[src/design/ppc_pkg.sv]
// shared constants of the port pin control block
package ppc_pkg;

  // sizes
  localparam int PPC_NUM_PINS = 12; // port 2, 3 and 4, four pins each
  localparam int PPC_ADDR_W = 8; // register address width
  localparam int PPC_DATA_W = 4; // register data width

  // register offsets
  localparam logic [7:0] PPC_CTRL_BASE_OFS = 8'h10; // port 2 pin 0 control, one per pin upward
  localparam logic [7:0] PPC_CTRL_LAST_OFS = 8'h1b; // port 4 pin 3 control
  localparam logic [7:0] PPC_PORT4_PIN1_CONTROL_OFS = 8'h19; // port4_pin1_control
  localparam logic [7:0] PPC_PORT4_PIN2_CONTROL_OFS = 8'h1a; // port4_pin2_control
  localparam logic [7:0] PPC_PORT01_CONTROL_OFS = 8'h1c; // port01_control, holds pull polarity
  localparam logic [7:0] PPC_IRQ_STATUS_OFS = 8'h20; // sticky events, read clears
  localparam logic [7:0] PPC_IRQ_MASK_OFS = 8'h21; // interrupt mask
  localparam logic [7:0] PPC_LEVEL_P2_OFS = 8'h24; // sampled pin levels, port 2
  localparam logic [7:0] PPC_LEVEL_P3_OFS = 8'h25; // sampled pin levels, port 3
  localparam logic [7:0] PPC_LEVEL_P4_OFS = 8'h26; // sampled pin levels, port 4

  // control register fields
  localparam int PPC_BIT_DRIVE = 0; // pull or high-z in, push-pull or open-drain out
  localparam int PPC_BIT_DIR = 1; // 0 input, 1 output
  localparam int PPC_BIT_ALT = 2; // sample clock select, serial function select or oscillator monitor output select
  localparam int PPC_BIT_IE = 3; // level change interrupt enable
  localparam int PPC_BIT_PULL_POL = 2; // in port01_control: 0 pull-up, 1 pull-down

  // status field
  localparam int PPC_ST_EXT0 = 0; // external-0 level change event

  // reset values
  localparam logic [3:0] PPC_CTRL_RST = 4'h0;
  localparam logic [3:0] PPC_PORT01_RST = 4'h8;
  localparam logic [3:0] PPC_IRQ_RST = 4'h0;

  // pin indices with special roles
  localparam int PPC_NUM_F_PINS = 7; // pins 2.0 to 3.2 own a sample clock select
  localparam int PPC_PIN_SER_IN = 7; // pin 3.3
  localparam int PPC_PIN_SER_OUT = 8; // pin 4.0
  localparam int PPC_PIN_SER_RDY = 9; // pin 4.1
  localparam int PPC_PIN_SCLK = 10; // pin 4.2
  localparam int PPC_PIN_OSC_OUT = 11; // pin 4.3

endpackage

[src/design/ppc_port_pin_control.sv]
`timescale 1ns/1ps
module ppc_port_pin_control
  import ppc_pkg::*;
(
  // clock and reset
  input wire logic clk_in,
  input wire logic srst_in,
  // register port
  input wire logic [PPC_ADDR_W-1:0] addr_in,
  input wire logic [PPC_DATA_W-1:0] wr_data_in,
  input wire logic wr_en_in,
  input wire logic rd_en_in,
  output logic [PPC_DATA_W-1:0] rd_data_out,
  // sampling enables, one-cycle pulses
  input wire logic tb_64hz_tick_in,
  input wire logic sysclk_tick_in,
  // port data latches and levels
  input wire logic [PPC_NUM_PINS-1:0] port_data_in,
  output logic [PPC_NUM_PINS-1:0] pin_level_out,
  // pads
  input wire logic [PPC_NUM_PINS-1:0] pad_in,
  output logic [PPC_NUM_PINS-1:0] pad_out,
  output logic [PPC_NUM_PINS-1:0] pad_oe_out,
  output logic [PPC_NUM_PINS-1:0] pull_en_out,
  output logic [PPC_NUM_PINS-1:0] pull_down_out,
  // serial port
  input wire logic serial_data_out_in,
  input wire logic serial_ready_in,
  input wire logic serial_clk_in,
  input wire logic serial_external_clock_select_in,
  output logic serial_data_in_out,
  output logic serial_clk_out,
  // rc oscillator monitor, asynchronous
  input wire logic rc_osc_clk_in,
  // interrupts
  output logic external0_interrupt_out,
  output logic irq_out
);

  // whole state of the block
  typedef struct packed {
    logic [PPC_NUM_PINS-1:0][3:0] ctrl; // pin control registers
    logic [3:0] port01_control; // holds pull polarity
    logic [3:0] irq_status; // sticky events
    logic [3:0] irq_mask; // interrupt mask
    logic [PPC_DATA_W-1:0] rd_data; // read answer
    logic [PPC_NUM_PINS-1:0] sync1; // first synchroniser stage
    logic [PPC_NUM_PINS-1:0] sync2; // second stage, the only one read
    logic osc_sync1; // monitor clock, first stage
    logic osc_sync2; // monitor clock, second stage
    logic ext0_pulse; // external-0 request pulse
    logic serial_din; // pin 3.3 level to serial port
    logic serial_clk; // pin 4.2 level to serial port
  } ppc_state_t;

  ppc_state_t cur_reg; // registered state
  ppc_state_t cur_next; // next state

  logic [PPC_NUM_PINS-1:0] out_mode; // effective direction per pin
  logic [PPC_NUM_PINS-1:0] out_data; // effective output data per pin
  logic [PPC_NUM_PINS-1:0] sample_en; // effective sampling enable per pin
  logic [PPC_NUM_PINS-1:0] change_vec; // detector pulses from pins
  logic [3:0] ctrl_idx; // control register index of a write
  logic pull_pol; // shared pull polarity

  assign pull_pol = cur_reg.port01_control[PPC_BIT_PULL_POL];
  assign ctrl_idx = 4'(addr_in - PPC_CTRL_BASE_OFS);

  // effective pin function from control bits and serial hand-over
  always_comb begin
    for (int i = 0; i < PPC_NUM_PINS; i++) begin
      out_mode[i] = cur_reg.ctrl[i][PPC_BIT_DIR];
      out_data[i] = port_data_in[i];
      // only the lower pins own a sample select; the rest stay on the tick
      if (i < PPC_NUM_F_PINS && cur_reg.ctrl[i][PPC_BIT_ALT]) begin
        sample_en[i] = sysclk_tick_in;
      end else begin
        sample_en[i] = tb_64hz_tick_in;
      end
    end
    // serial data input forces input mode
    if (cur_reg.ctrl[PPC_PIN_SER_IN][PPC_BIT_ALT]) begin
      out_mode[PPC_PIN_SER_IN] = 1'b0;
    end
    // serial data output forces output mode
    if (cur_reg.ctrl[PPC_PIN_SER_OUT][PPC_BIT_ALT]) begin
      out_mode[PPC_PIN_SER_OUT] = 1'b1;
      out_data[PPC_PIN_SER_OUT] = serial_data_out_in;
    end
    // ready output ignores the direction bit
    if (cur_reg.ctrl[PPC_PIN_SER_RDY][PPC_BIT_ALT]) begin
      out_mode[PPC_PIN_SER_RDY] = 1'b1;
      out_data[PPC_PIN_SER_RDY] = serial_ready_in;
    end
    // transfer clock: direction owned by the serial control
    if (cur_reg.ctrl[PPC_PIN_SCLK][PPC_BIT_ALT]) begin
      out_mode[PPC_PIN_SCLK] = ~serial_external_clock_select_in;
      out_data[PPC_PIN_SCLK] = serial_clk_in;
    end
    // oscillator monitor output
    if (cur_reg.ctrl[PPC_PIN_OSC_OUT][PPC_BIT_ALT]) begin
      out_mode[PPC_PIN_OSC_OUT] = 1'b1;
      out_data[PPC_PIN_OSC_OUT] = cur_reg.osc_sync2;
    end
  end

  // one cell per pin
  for (genvar g = 0; g < PPC_NUM_PINS; g++) begin : g_pin
    ppc_pin_cell u_cell (
      .clk_in(clk_in),
      .srst_in(srst_in),
      .out_mode_in(out_mode[g]),
      .drive_sel_in(cur_reg.ctrl[g][PPC_BIT_DRIVE]),
      .pull_pol_in(pull_pol),
      .out_data_in(out_data[g]),
      .irq_en_in(cur_reg.ctrl[g][PPC_BIT_IE]),
      .level_in(cur_reg.sync2[g]),
      .sample_en_in(sample_en[g]),
      .pad_out_out(pad_out[g]),
      .pad_oe_out(pad_oe_out[g]),
      .pull_en_out(pull_en_out[g]),
      .pull_down_out(pull_down_out[g]),
      .change_out(change_vec[g])
    );
  end

  // next state: synchronisers, register writes and reads, events
  always_comb begin
    cur_next = cur_reg;
    // pads and monitor clock come from outside this clock domain
    cur_next.sync1 = pad_in;
    cur_next.sync2 = cur_reg.sync1;
    cur_next.osc_sync1 = rc_osc_clk_in;
    cur_next.osc_sync2 = cur_reg.osc_sync1;
    cur_next.serial_din = cur_reg.ctrl[PPC_PIN_SER_IN][PPC_BIT_ALT] & cur_reg.sync2[PPC_PIN_SER_IN];
    cur_next.serial_clk = cur_reg.ctrl[PPC_PIN_SCLK][PPC_BIT_ALT] & cur_reg.sync2[PPC_PIN_SCLK];
    cur_next.ext0_pulse = |change_vec;
    cur_next.rd_data = '0;
    // register writes
    if (wr_en_in) begin
      if (addr_in >= PPC_CTRL_BASE_OFS && addr_in <= PPC_CTRL_LAST_OFS) begin
        cur_next.ctrl[ctrl_idx] = wr_data_in;
      end else if (addr_in == PPC_PORT01_CONTROL_OFS) begin
        cur_next.port01_control = wr_data_in;
      end else if (addr_in == PPC_IRQ_MASK_OFS) begin
        cur_next.irq_mask = wr_data_in;
      end
    end
    // register reads; control registers answer zero, being write-only
    if (rd_en_in) begin
      if (addr_in == PPC_IRQ_STATUS_OFS) begin
        cur_next.rd_data = cur_reg.irq_status;
        cur_next.irq_status = '0;
      end else if (addr_in == PPC_IRQ_MASK_OFS) begin
        cur_next.rd_data = cur_reg.irq_mask;
      end else if (addr_in == PPC_LEVEL_P2_OFS) begin
        cur_next.rd_data = cur_reg.sync2[3:0];
      end else if (addr_in == PPC_LEVEL_P3_OFS) begin
        cur_next.rd_data = cur_reg.sync2[7:4];
      end else if (addr_in == PPC_LEVEL_P4_OFS) begin
        cur_next.rd_data = cur_reg.sync2[11:8];
      end
    end
    // event set wins over the read clear
    if (cur_reg.ext0_pulse) begin
      cur_next.irq_status[PPC_ST_EXT0] = 1'b1;
    end
  end

  // state register
  always_ff @(posedge clk_in) begin
    if (srst_in) begin
      cur_reg <= '0;
      cur_reg.ctrl <= {PPC_NUM_PINS{PPC_CTRL_RST}};
      cur_reg.port01_control <= PPC_PORT01_RST;
      cur_reg.irq_status <= PPC_IRQ_RST;
      cur_reg.irq_mask <= PPC_IRQ_RST;
    end else begin
      cur_reg <= cur_next;
    end
  end

  // outputs
  assign rd_data_out = cur_reg.rd_data;
  assign pin_level_out = cur_reg.sync2;
  assign serial_data_in_out = cur_reg.serial_din;
  assign serial_clk_out = cur_reg.serial_clk;
  assign external0_interrupt_out = cur_reg.ext0_pulse;
  assign irq_out = |(cur_reg.irq_status & cur_reg.irq_mask);
endmodule

[src/design/ppc_pin_cell.sv]
`timescale 1ns/1ps
// one pin: driver control, pull control and level change detector
module ppc_pin_cell
  import ppc_pkg::*;
(
  // clock and reset
  input wire logic clk_in,
  input wire logic srst_in,
  // effective control
  input wire logic out_mode_in,
  input wire logic drive_sel_in,
  input wire logic pull_pol_in,
  input wire logic out_data_in,
  input wire logic irq_en_in,
  // sampling
  input wire logic level_in,
  input wire logic sample_en_in,
  // pad side
  output logic pad_out_out,
  output logic pad_oe_out,
  output logic pull_en_out,
  output logic pull_down_out,
  // detector pulse
  output logic change_out
);

  // whole state of the cell
  typedef struct packed {
    logic primed; // a first sample has been taken
    logic prev; // previous sample
    logic pad_out;
    logic pad_oe;
    logic pull_en;
    logic pull_down;
    logic change;
  } ppc_cell_t;

  ppc_cell_t cur_reg; // registered state
  ppc_cell_t cur_next; // next state

  // next state
  always_comb begin
    cur_next = cur_reg;
    cur_next.change = 1'b0;
    // first sample only loads, so a high pin after reset is not seen as an edge
    if (sample_en_in) begin
      cur_next.prev = level_in;
      cur_next.primed = 1'b1;
      cur_next.change = cur_reg.primed & (level_in ^ cur_reg.prev) & irq_en_in & ~out_mode_in;
    end
    // open drain only ever drives low
    cur_next.pad_oe = out_mode_in & (~drive_sel_in | ~out_data_in);
    cur_next.pad_out = out_mode_in & ~drive_sel_in & out_data_in;
    cur_next.pull_en = ~out_mode_in & ~drive_sel_in;
    cur_next.pull_down = ~out_mode_in & ~drive_sel_in & pull_pol_in;
  end

  // state register
  always_ff @(posedge clk_in) begin
    if (srst_in) begin
      cur_reg <= '0;
    end else begin
      cur_reg <= cur_next;
    end
  end

  // outputs straight from flops
  assign pad_out_out = cur_reg.pad_out;
  assign pad_oe_out = cur_reg.pad_oe;
  assign pull_en_out = cur_reg.pull_en;
  assign pull_down_out = cur_reg.pull_down;
  assign change_out = cur_reg.change;
endmodule

[config.mk]
export PLATFORM = sky130hd
export DESIGN_NAME = ppc_port_pin_control
export DESIGN_NICKNAME = d
export VERILOG_FILES = /design/src/design/ppc_pkg.sv /design/src/design/ppc_port_pin_control.sv /design/src/design/ppc_pin_cell.sv
export SDC_FILE = /design/constraint.sdc
export NUM_CORES = 1
export LEC_CHECK = 0
export BUFFER_PORTS_ARGS = -buffer_cell sky130_fd_sc_hd__buf_4
export CAP_MARGIN = 20
export CORE_ASPECT_RATIO = 1.25
export CORE_UTILIZATION = 50
export CTS_CLUSTER_DIAMETER = 40
export DETAILED_ROUTE_END_ITERATION = 10
export PLACE_DENSITY = 0.73
export SYNTH_ARGS = -nofsm -noshare
export SYNTH_HDL_FRONTEND = slang
export SYNTH_SLANG_ARGS = --single-unit
export TNS_END_PERCENT = 20
[constraint.sdc]
create_clock -name clk_in -period 1.59 [get_ports clk_in]
set_clock_uncertainty 0.05 [all_clocks]
set_input_delay 0.0795 -clock clk_in [delete_from_list [all_inputs] [get_ports clk_in]]
set_output_delay 0.0795 -clock clk_in [all_outputs]
set_load 0.05 [all_outputs]
* Yosys cells after proc, flatten, opt, wreduce, memory -nomap -nowiden
Cells that the tools add are included.
** Storage, ports and cells
- Register bits :: 169
- Latch bits :: 0
- Memory bits (writable) :: 0
- Memory bits (read-only) :: 0
- Input bits :: 47
- Output and inout bits :: 68
- Word-level logic and storage cells :: 333
- Memories :: 0
** Cells by class
- Add/subtract/negate cells :: 1
- $mul :: 0
- Divide/modulo/power cells :: 0
- Order comparisons :: 4
- Eq/ne operators :: 6
- Shifts and indexed selects :: 0
- Mux-type cells :: 27
- Bitwise logic cells :: 171
- Reductions and logical operators :: 20
** Operators by type and width (count)
- bitwise AND 1 bit :: 98
- bitwise mux 48 bit :: 1
- NOT 1 bit :: 48
- == test 8 x 6 -> 1 bit, second input constant :: 5
- two-way mux 1 bit :: 20
- two-way mux 4 bit :: 5
- OR reduction 2 bit :: 9
- demux 4 bit (select 4 bit) :: 1
- bitwise OR 1 bit :: 12
- OR reduction 12 bit :: 1
- bitwise XOR 1 bit :: 12
- == test 8 x 5 -> 1 bit, second input constant :: 1
- greater-or-equal comparator 8 x 5 -> 1 bit, second input constant :: 1
- <= comparator 8 x 5 -> 1 bit, second input constant :: 1
- < comparator 4 x 5 -> 1 bit, second input constant :: 1
- bitwise AND 1 x 4 -> 4 bit :: 1
- greater-or-equal comparator 4 x 1 -> 1 bit, second input constant :: 1
- AND reduction 2 bit :: 2
- AND reduction 4 bit :: 1
- nonzero test 2 bit :: 2
- OR reduction 4 bit :: 1
- subtractor 4 x 1 -> 4 bit, second input constant :: 1
- AND reduction 3 bit :: 1
- OR reduction 3 bit :: 1
- logical AND 1 bit :: 2

* Depth between registers and ports, before layout
- Word-level depth :: 6
- Gate-level depth with buffers :: 6
- Depth with buffers taken out :: 4

* Modules after synthesis
A second synthesis with hierarchy kept.
** Unflattened totals
- Cells, all modules :: 569
- Area, all modules :: 6281.0 µm²
** Modules (own cells, without submodules)
- ppc_port_pin_control :: times used 1, cells each 341, area an instance 3548.4 µm², seq. area each 1741.7 µm²
- ppc_pin_cell :: times used 12, cells each 19, area an instance 227.7 µm², seq. area each 140.1 µm²

* Worst setup path after synthesis
OpenSTA, ideal clock, no wires.
- Path type :: input -> register
- Start point :: input port addr_in[4]
- End point :: register cur_reg (netlist bit rd_data_out[1])
- Library setup time :: 0.073 ns
- Arrival time :: 1.354 ns
- Data required time :: 1.467 ns
- Slack :: 0.113 ns
- Cell stages on the path :: 3
- Buffers on the path :: 0
- Cell sequence :: or4b_4 -> or4_4 -> nor3_2
** Between the ends
- Word-level cells in the longest chain between the ends :: 5
- Elaborated cells between the ends (all ways) :: 10
- Those cells by class :: 5 x eq/ne; 4 x mux; 1 x reduce/logical
** RTL lines
- start: declaration :: RTL line ppc_port_pin_control.sv:9 : input wire logic [PPC_ADDR_W-1:0] addr_in,
- == test 8 x 6 -> 1 bit :: RTL line ppc_port_pin_control.sv:160 : end else if (addr_in == PPC_LEVEL_P4_OFS) begin
- two-way mux 4 bit :: RTL line ppc_port_pin_control.sv:160
- two-way mux 4 bit :: RTL line ppc_port_pin_control.sv:158 : end else if (addr_in == PPC_LEVEL_P3_OFS) begin
- two-way mux 4 bit :: RTL line ppc_port_pin_control.sv:156 : end else if (addr_in == PPC_LEVEL_P2_OFS) begin
- two-way mux 4 bit :: RTL line ppc_port_pin_control.sv:154 : end else if (addr_in == PPC_IRQ_MASK_OFS) begin
- end signal: assignment :: RTL line ppc_port_pin_control.sv:179 : cur_reg <= cur_next;
- end: declaration :: RTL line ppc_port_pin_control.sv:56 : ppc_state_t cur_reg;
Parallel ways exist; a longest one is shown, timed or not.
A chain may end at the register's enable or synchronous reset.

* Worst setup path in the final report
- Start point :: input port srst_in
- End point :: register cur_reg (netlist bit rd_data_out[1])
** Between the ends
- Word-level cells in the longest chain between the ends :: 1
** RTL lines
- start: declaration :: RTL line ppc_port_pin_control.sv:7 : input wire logic srst_in,
- OR reduction 3 bit (no line)
No other way between the ends.

==> qor.log <==
qor: critical_path.element_type_at_the_critical_path_end flip-flop
qor: clock_network.tritoncts.num_buffers 17
qor: global_routing.grt_use_total 21.7%
qor: routing.wl_per_instance 15.2 um
qor: routing.detail_route.first_pass.iterations 4
qor: floorplan.placementRows 45
qor: logic_synthesis.netlist_top_cells_area dfxtp_1, mux2i_1, buf_4
qor: global_routing.first_global_vias 4,367
qor: logic_synthesis.top_area_cell_type_share_of_the_netlist_area 53.5%
qor: logic_synthesis.post_synth_inst_count 623
qor: clock_network.post_cts.resized_instances 0
qor: logic_synthesis.synth_flop_cell dfxtp_1
qor: floorplan.io_pins 115
qor: logic_synthesis.yosysSeqAreaShare 53.5%
qor: place.detailed_place.area 6840 um^2
qor: routing.drtAntennaViolNets 0
qor: floorplan.dieArea 13,000 um^2
qor: place.finalWeightedCongestion 0.813
qor: logic_synthesis.edff_count_synth 0
qor: timing.setup_tns 0 ns
qor: timing.period_share 89.5%
qor: floorplan.initial_utilization 51.4%
qor: logic_synthesis.postSynthNetCount 670
qor: logic_synthesis.post_synth_arst_share 0%
qor: routing.drt_iter0_markers 176
qor: floorplan.design.core.area 12,200 um^2
qor: finish.fillerInstances 1,014
qor: timing.period_needed 1.42 ns
qor: critical_path.worstPathRequired 1.88 ns
qor: finish.antennaDiodeCount 0
qor: logic_synthesis.synthesis.yosys.warnings 0
qor: timing.finalHoldViolCount 0
qor: routing.postRouteWirelength 13,500 um
qor: timing.max-slew-margin-rel 65.9%
qor: finish.finish.instance_area 7790 um^2
qor: pwr.p_leak 3.47 nW
qor: critical_path.arrival_time_reported_for_the_critical_path_endpoint 1.72 ns
qor: finish.layout-area-overhead-vs-synth 24.7%
qor: clock_network.cts.root.buffer_cell clkbuf_16
qor: global_routing.number_of_antenna_violations_at_the_first_check_in_global_routing 0
qor: clock_network.tritoncts yes
qor: logic_synthesis.synth.cell_area 6250 um^2
qor: clock_network.clock_insertion_delay_worst_skew 0.42 ns
qor: critical_path.worstSetupStartpointType primary input
qor: global_routing.first_pass_grt_wire_length 21,200 um
qor: job.maxCapViolations 0
qor: clock_network.clkTransAtPathRegs 0.06 ns
qor: logic_synthesis.yosysTopAreaCell dfxtp_1
qor: pwr.fin_total_pwr 0.00916 W
qor: global_routing.grt_start_max_net_pins 33
qor: logic_synthesis.avgSynthCellArea 10.0 um^2
qor: clock_network.cts_setup_buffers 0
qor: timing.unrepaired_setup_endpoints_after_global_routing no
qor: place.port_buffers 114
qor: timing.report.final.slew_viol_count 0
qor: clock_network.clock_tree.htree_level_count 4
qor: clock_network.hold_fix_buffers_cts 33
qor: finish.final_cell_count_no_fill 888
qor: place.place_hpwl 9230 um
qor: pwr.vdd.ir_drop.worst 0.000705 V
qor: routing.vias_after_detailed_routing 4,499
qor: finish.post_route_cells_drive_above_1_share 22.7%
qor: clock_network.cts.path.max_buffers 2
qor: routing.drc_errors 0
qor: critical_path.setup_crit_path_kind primary input to flip-flop
qor: logic_synthesis.yosys.cell_count.top_type dfxtp_1
qor: timing.finalHoldWorstSlack 0.0102 ns
qor: timing.max_slew.worst_pin.slew 0.512 ns
qor: floorplan.dieHeight 127 um
qor: logic_synthesis.synth_common_cells dfxtp_1, nor2_1, mux2i_1, buf_4
qor: critical_path.timing.critical_path.fanout_max 31
qor: floorplan.die_width 102 um
qor: global_routing.grt_remaining_overflow 0
qor: clock_network.numClockSinks 167
qor: finish.flip_flop_count_of_the_largest_register_all_copies_and_words_added 55
qor: timing.setup_viol 0
qor: timing.achievable-frequency 703 MHz
qor: logic_synthesis.netlist-cell-type-count 35
qor: place.dp_cells 823
qor: pwr.cellPowerDensity 1180 nW/um^2
qor: outcome.outcome completed
qor: routing.vias_per_std_cell 5.07
qor: finish.finish.net_count 758
qor: hold_path.hold_class primary input to flip-flop
qor: logic_synthesis.postSynthRegisterBits 167
critical path: stages:
cell	delay [ns]
dlygate4sd3_1	0.54
buf_4	0.24
nand2b_1	0.20
or4_4	0.45
nor3_2	0.20
layout by cell type (no fill, tap or decap), drive strengths merged, types with 5 or more instances in the layout:
cell type / count
a211oi: 8
a21oi: 23
buf: 127
clkbuf: 21
dfxtp: 167
dlygate4sd3: 33
inv: 12
mux2i: 70
nand2: 13
nand2b: 16
nand3: 19
nand3b: 8
nor2: 77
nor2b: 29
nor3: 32
nor3b: 11
nor4: 10
o21ai: 8
xnor2: 7
xor2: 5
layout make-up:
type                    count  area [um^2]  area share [%]
flip-flops and latches    167         3340            42.9
multi-input cells         353         2280            29.3
repair buffers            160         1300            16.6
clock buffers              21          450            5.78
well taps                 164          205            2.63
clock inverters            11          174            2.23
inverters                  12         45.0           0.578
routing by layer:
layer / wire (um) / up-vias / track usage (%)
met1: 6010 / 2149 / 25.9
met2: 6630 / 126 / 36.7
li1: - / 2211 / -
met5: 0 / - / 0
met3: 678 / 13 / 6.84
met4: 140 / 0 / 7.14
power by group:
group          internal (W)  switching, W
logic              0.000264      0.000333
clock network       0.00267       0.00159
registers           0.00426     0.0000412
total               0.00719       0.00197
per-stage QoR:
step / setup WS, ns / utilization [%]
after floorplan: 0.113 / -
after global placement: -0.0481 / 56.2
after detailed placement: -0.138 / 56.2
after CTS: 0.173 / 64.1
after global routing: 0.114 / 64.1
final: 0.167 / 64.1
path summary, 6_finish.rpt:
path	start	end	slack, ns	cells after the start
max	srst_in	rd_data_out[1]	0.17	5
min	wr_data_in[3]	cur_reg[80]	0.01	3
max reg2reg	cur_reg[87]	g_pin[10].u_cell.pad_out_out	0.37	4
min reg2reg	cur_next[12]	pin_level_out[7]	0.38	1
cell families after synthesis:
kind of cell,after synthesis,synth area share [%]
simple gates,226,19.3
flops,167,53.5
buf+inv,103,10.0
mux,71,11.4
compound gates,44,4.16
xor+xnor,12,1.68
Power figures use the tool's default switching activity.
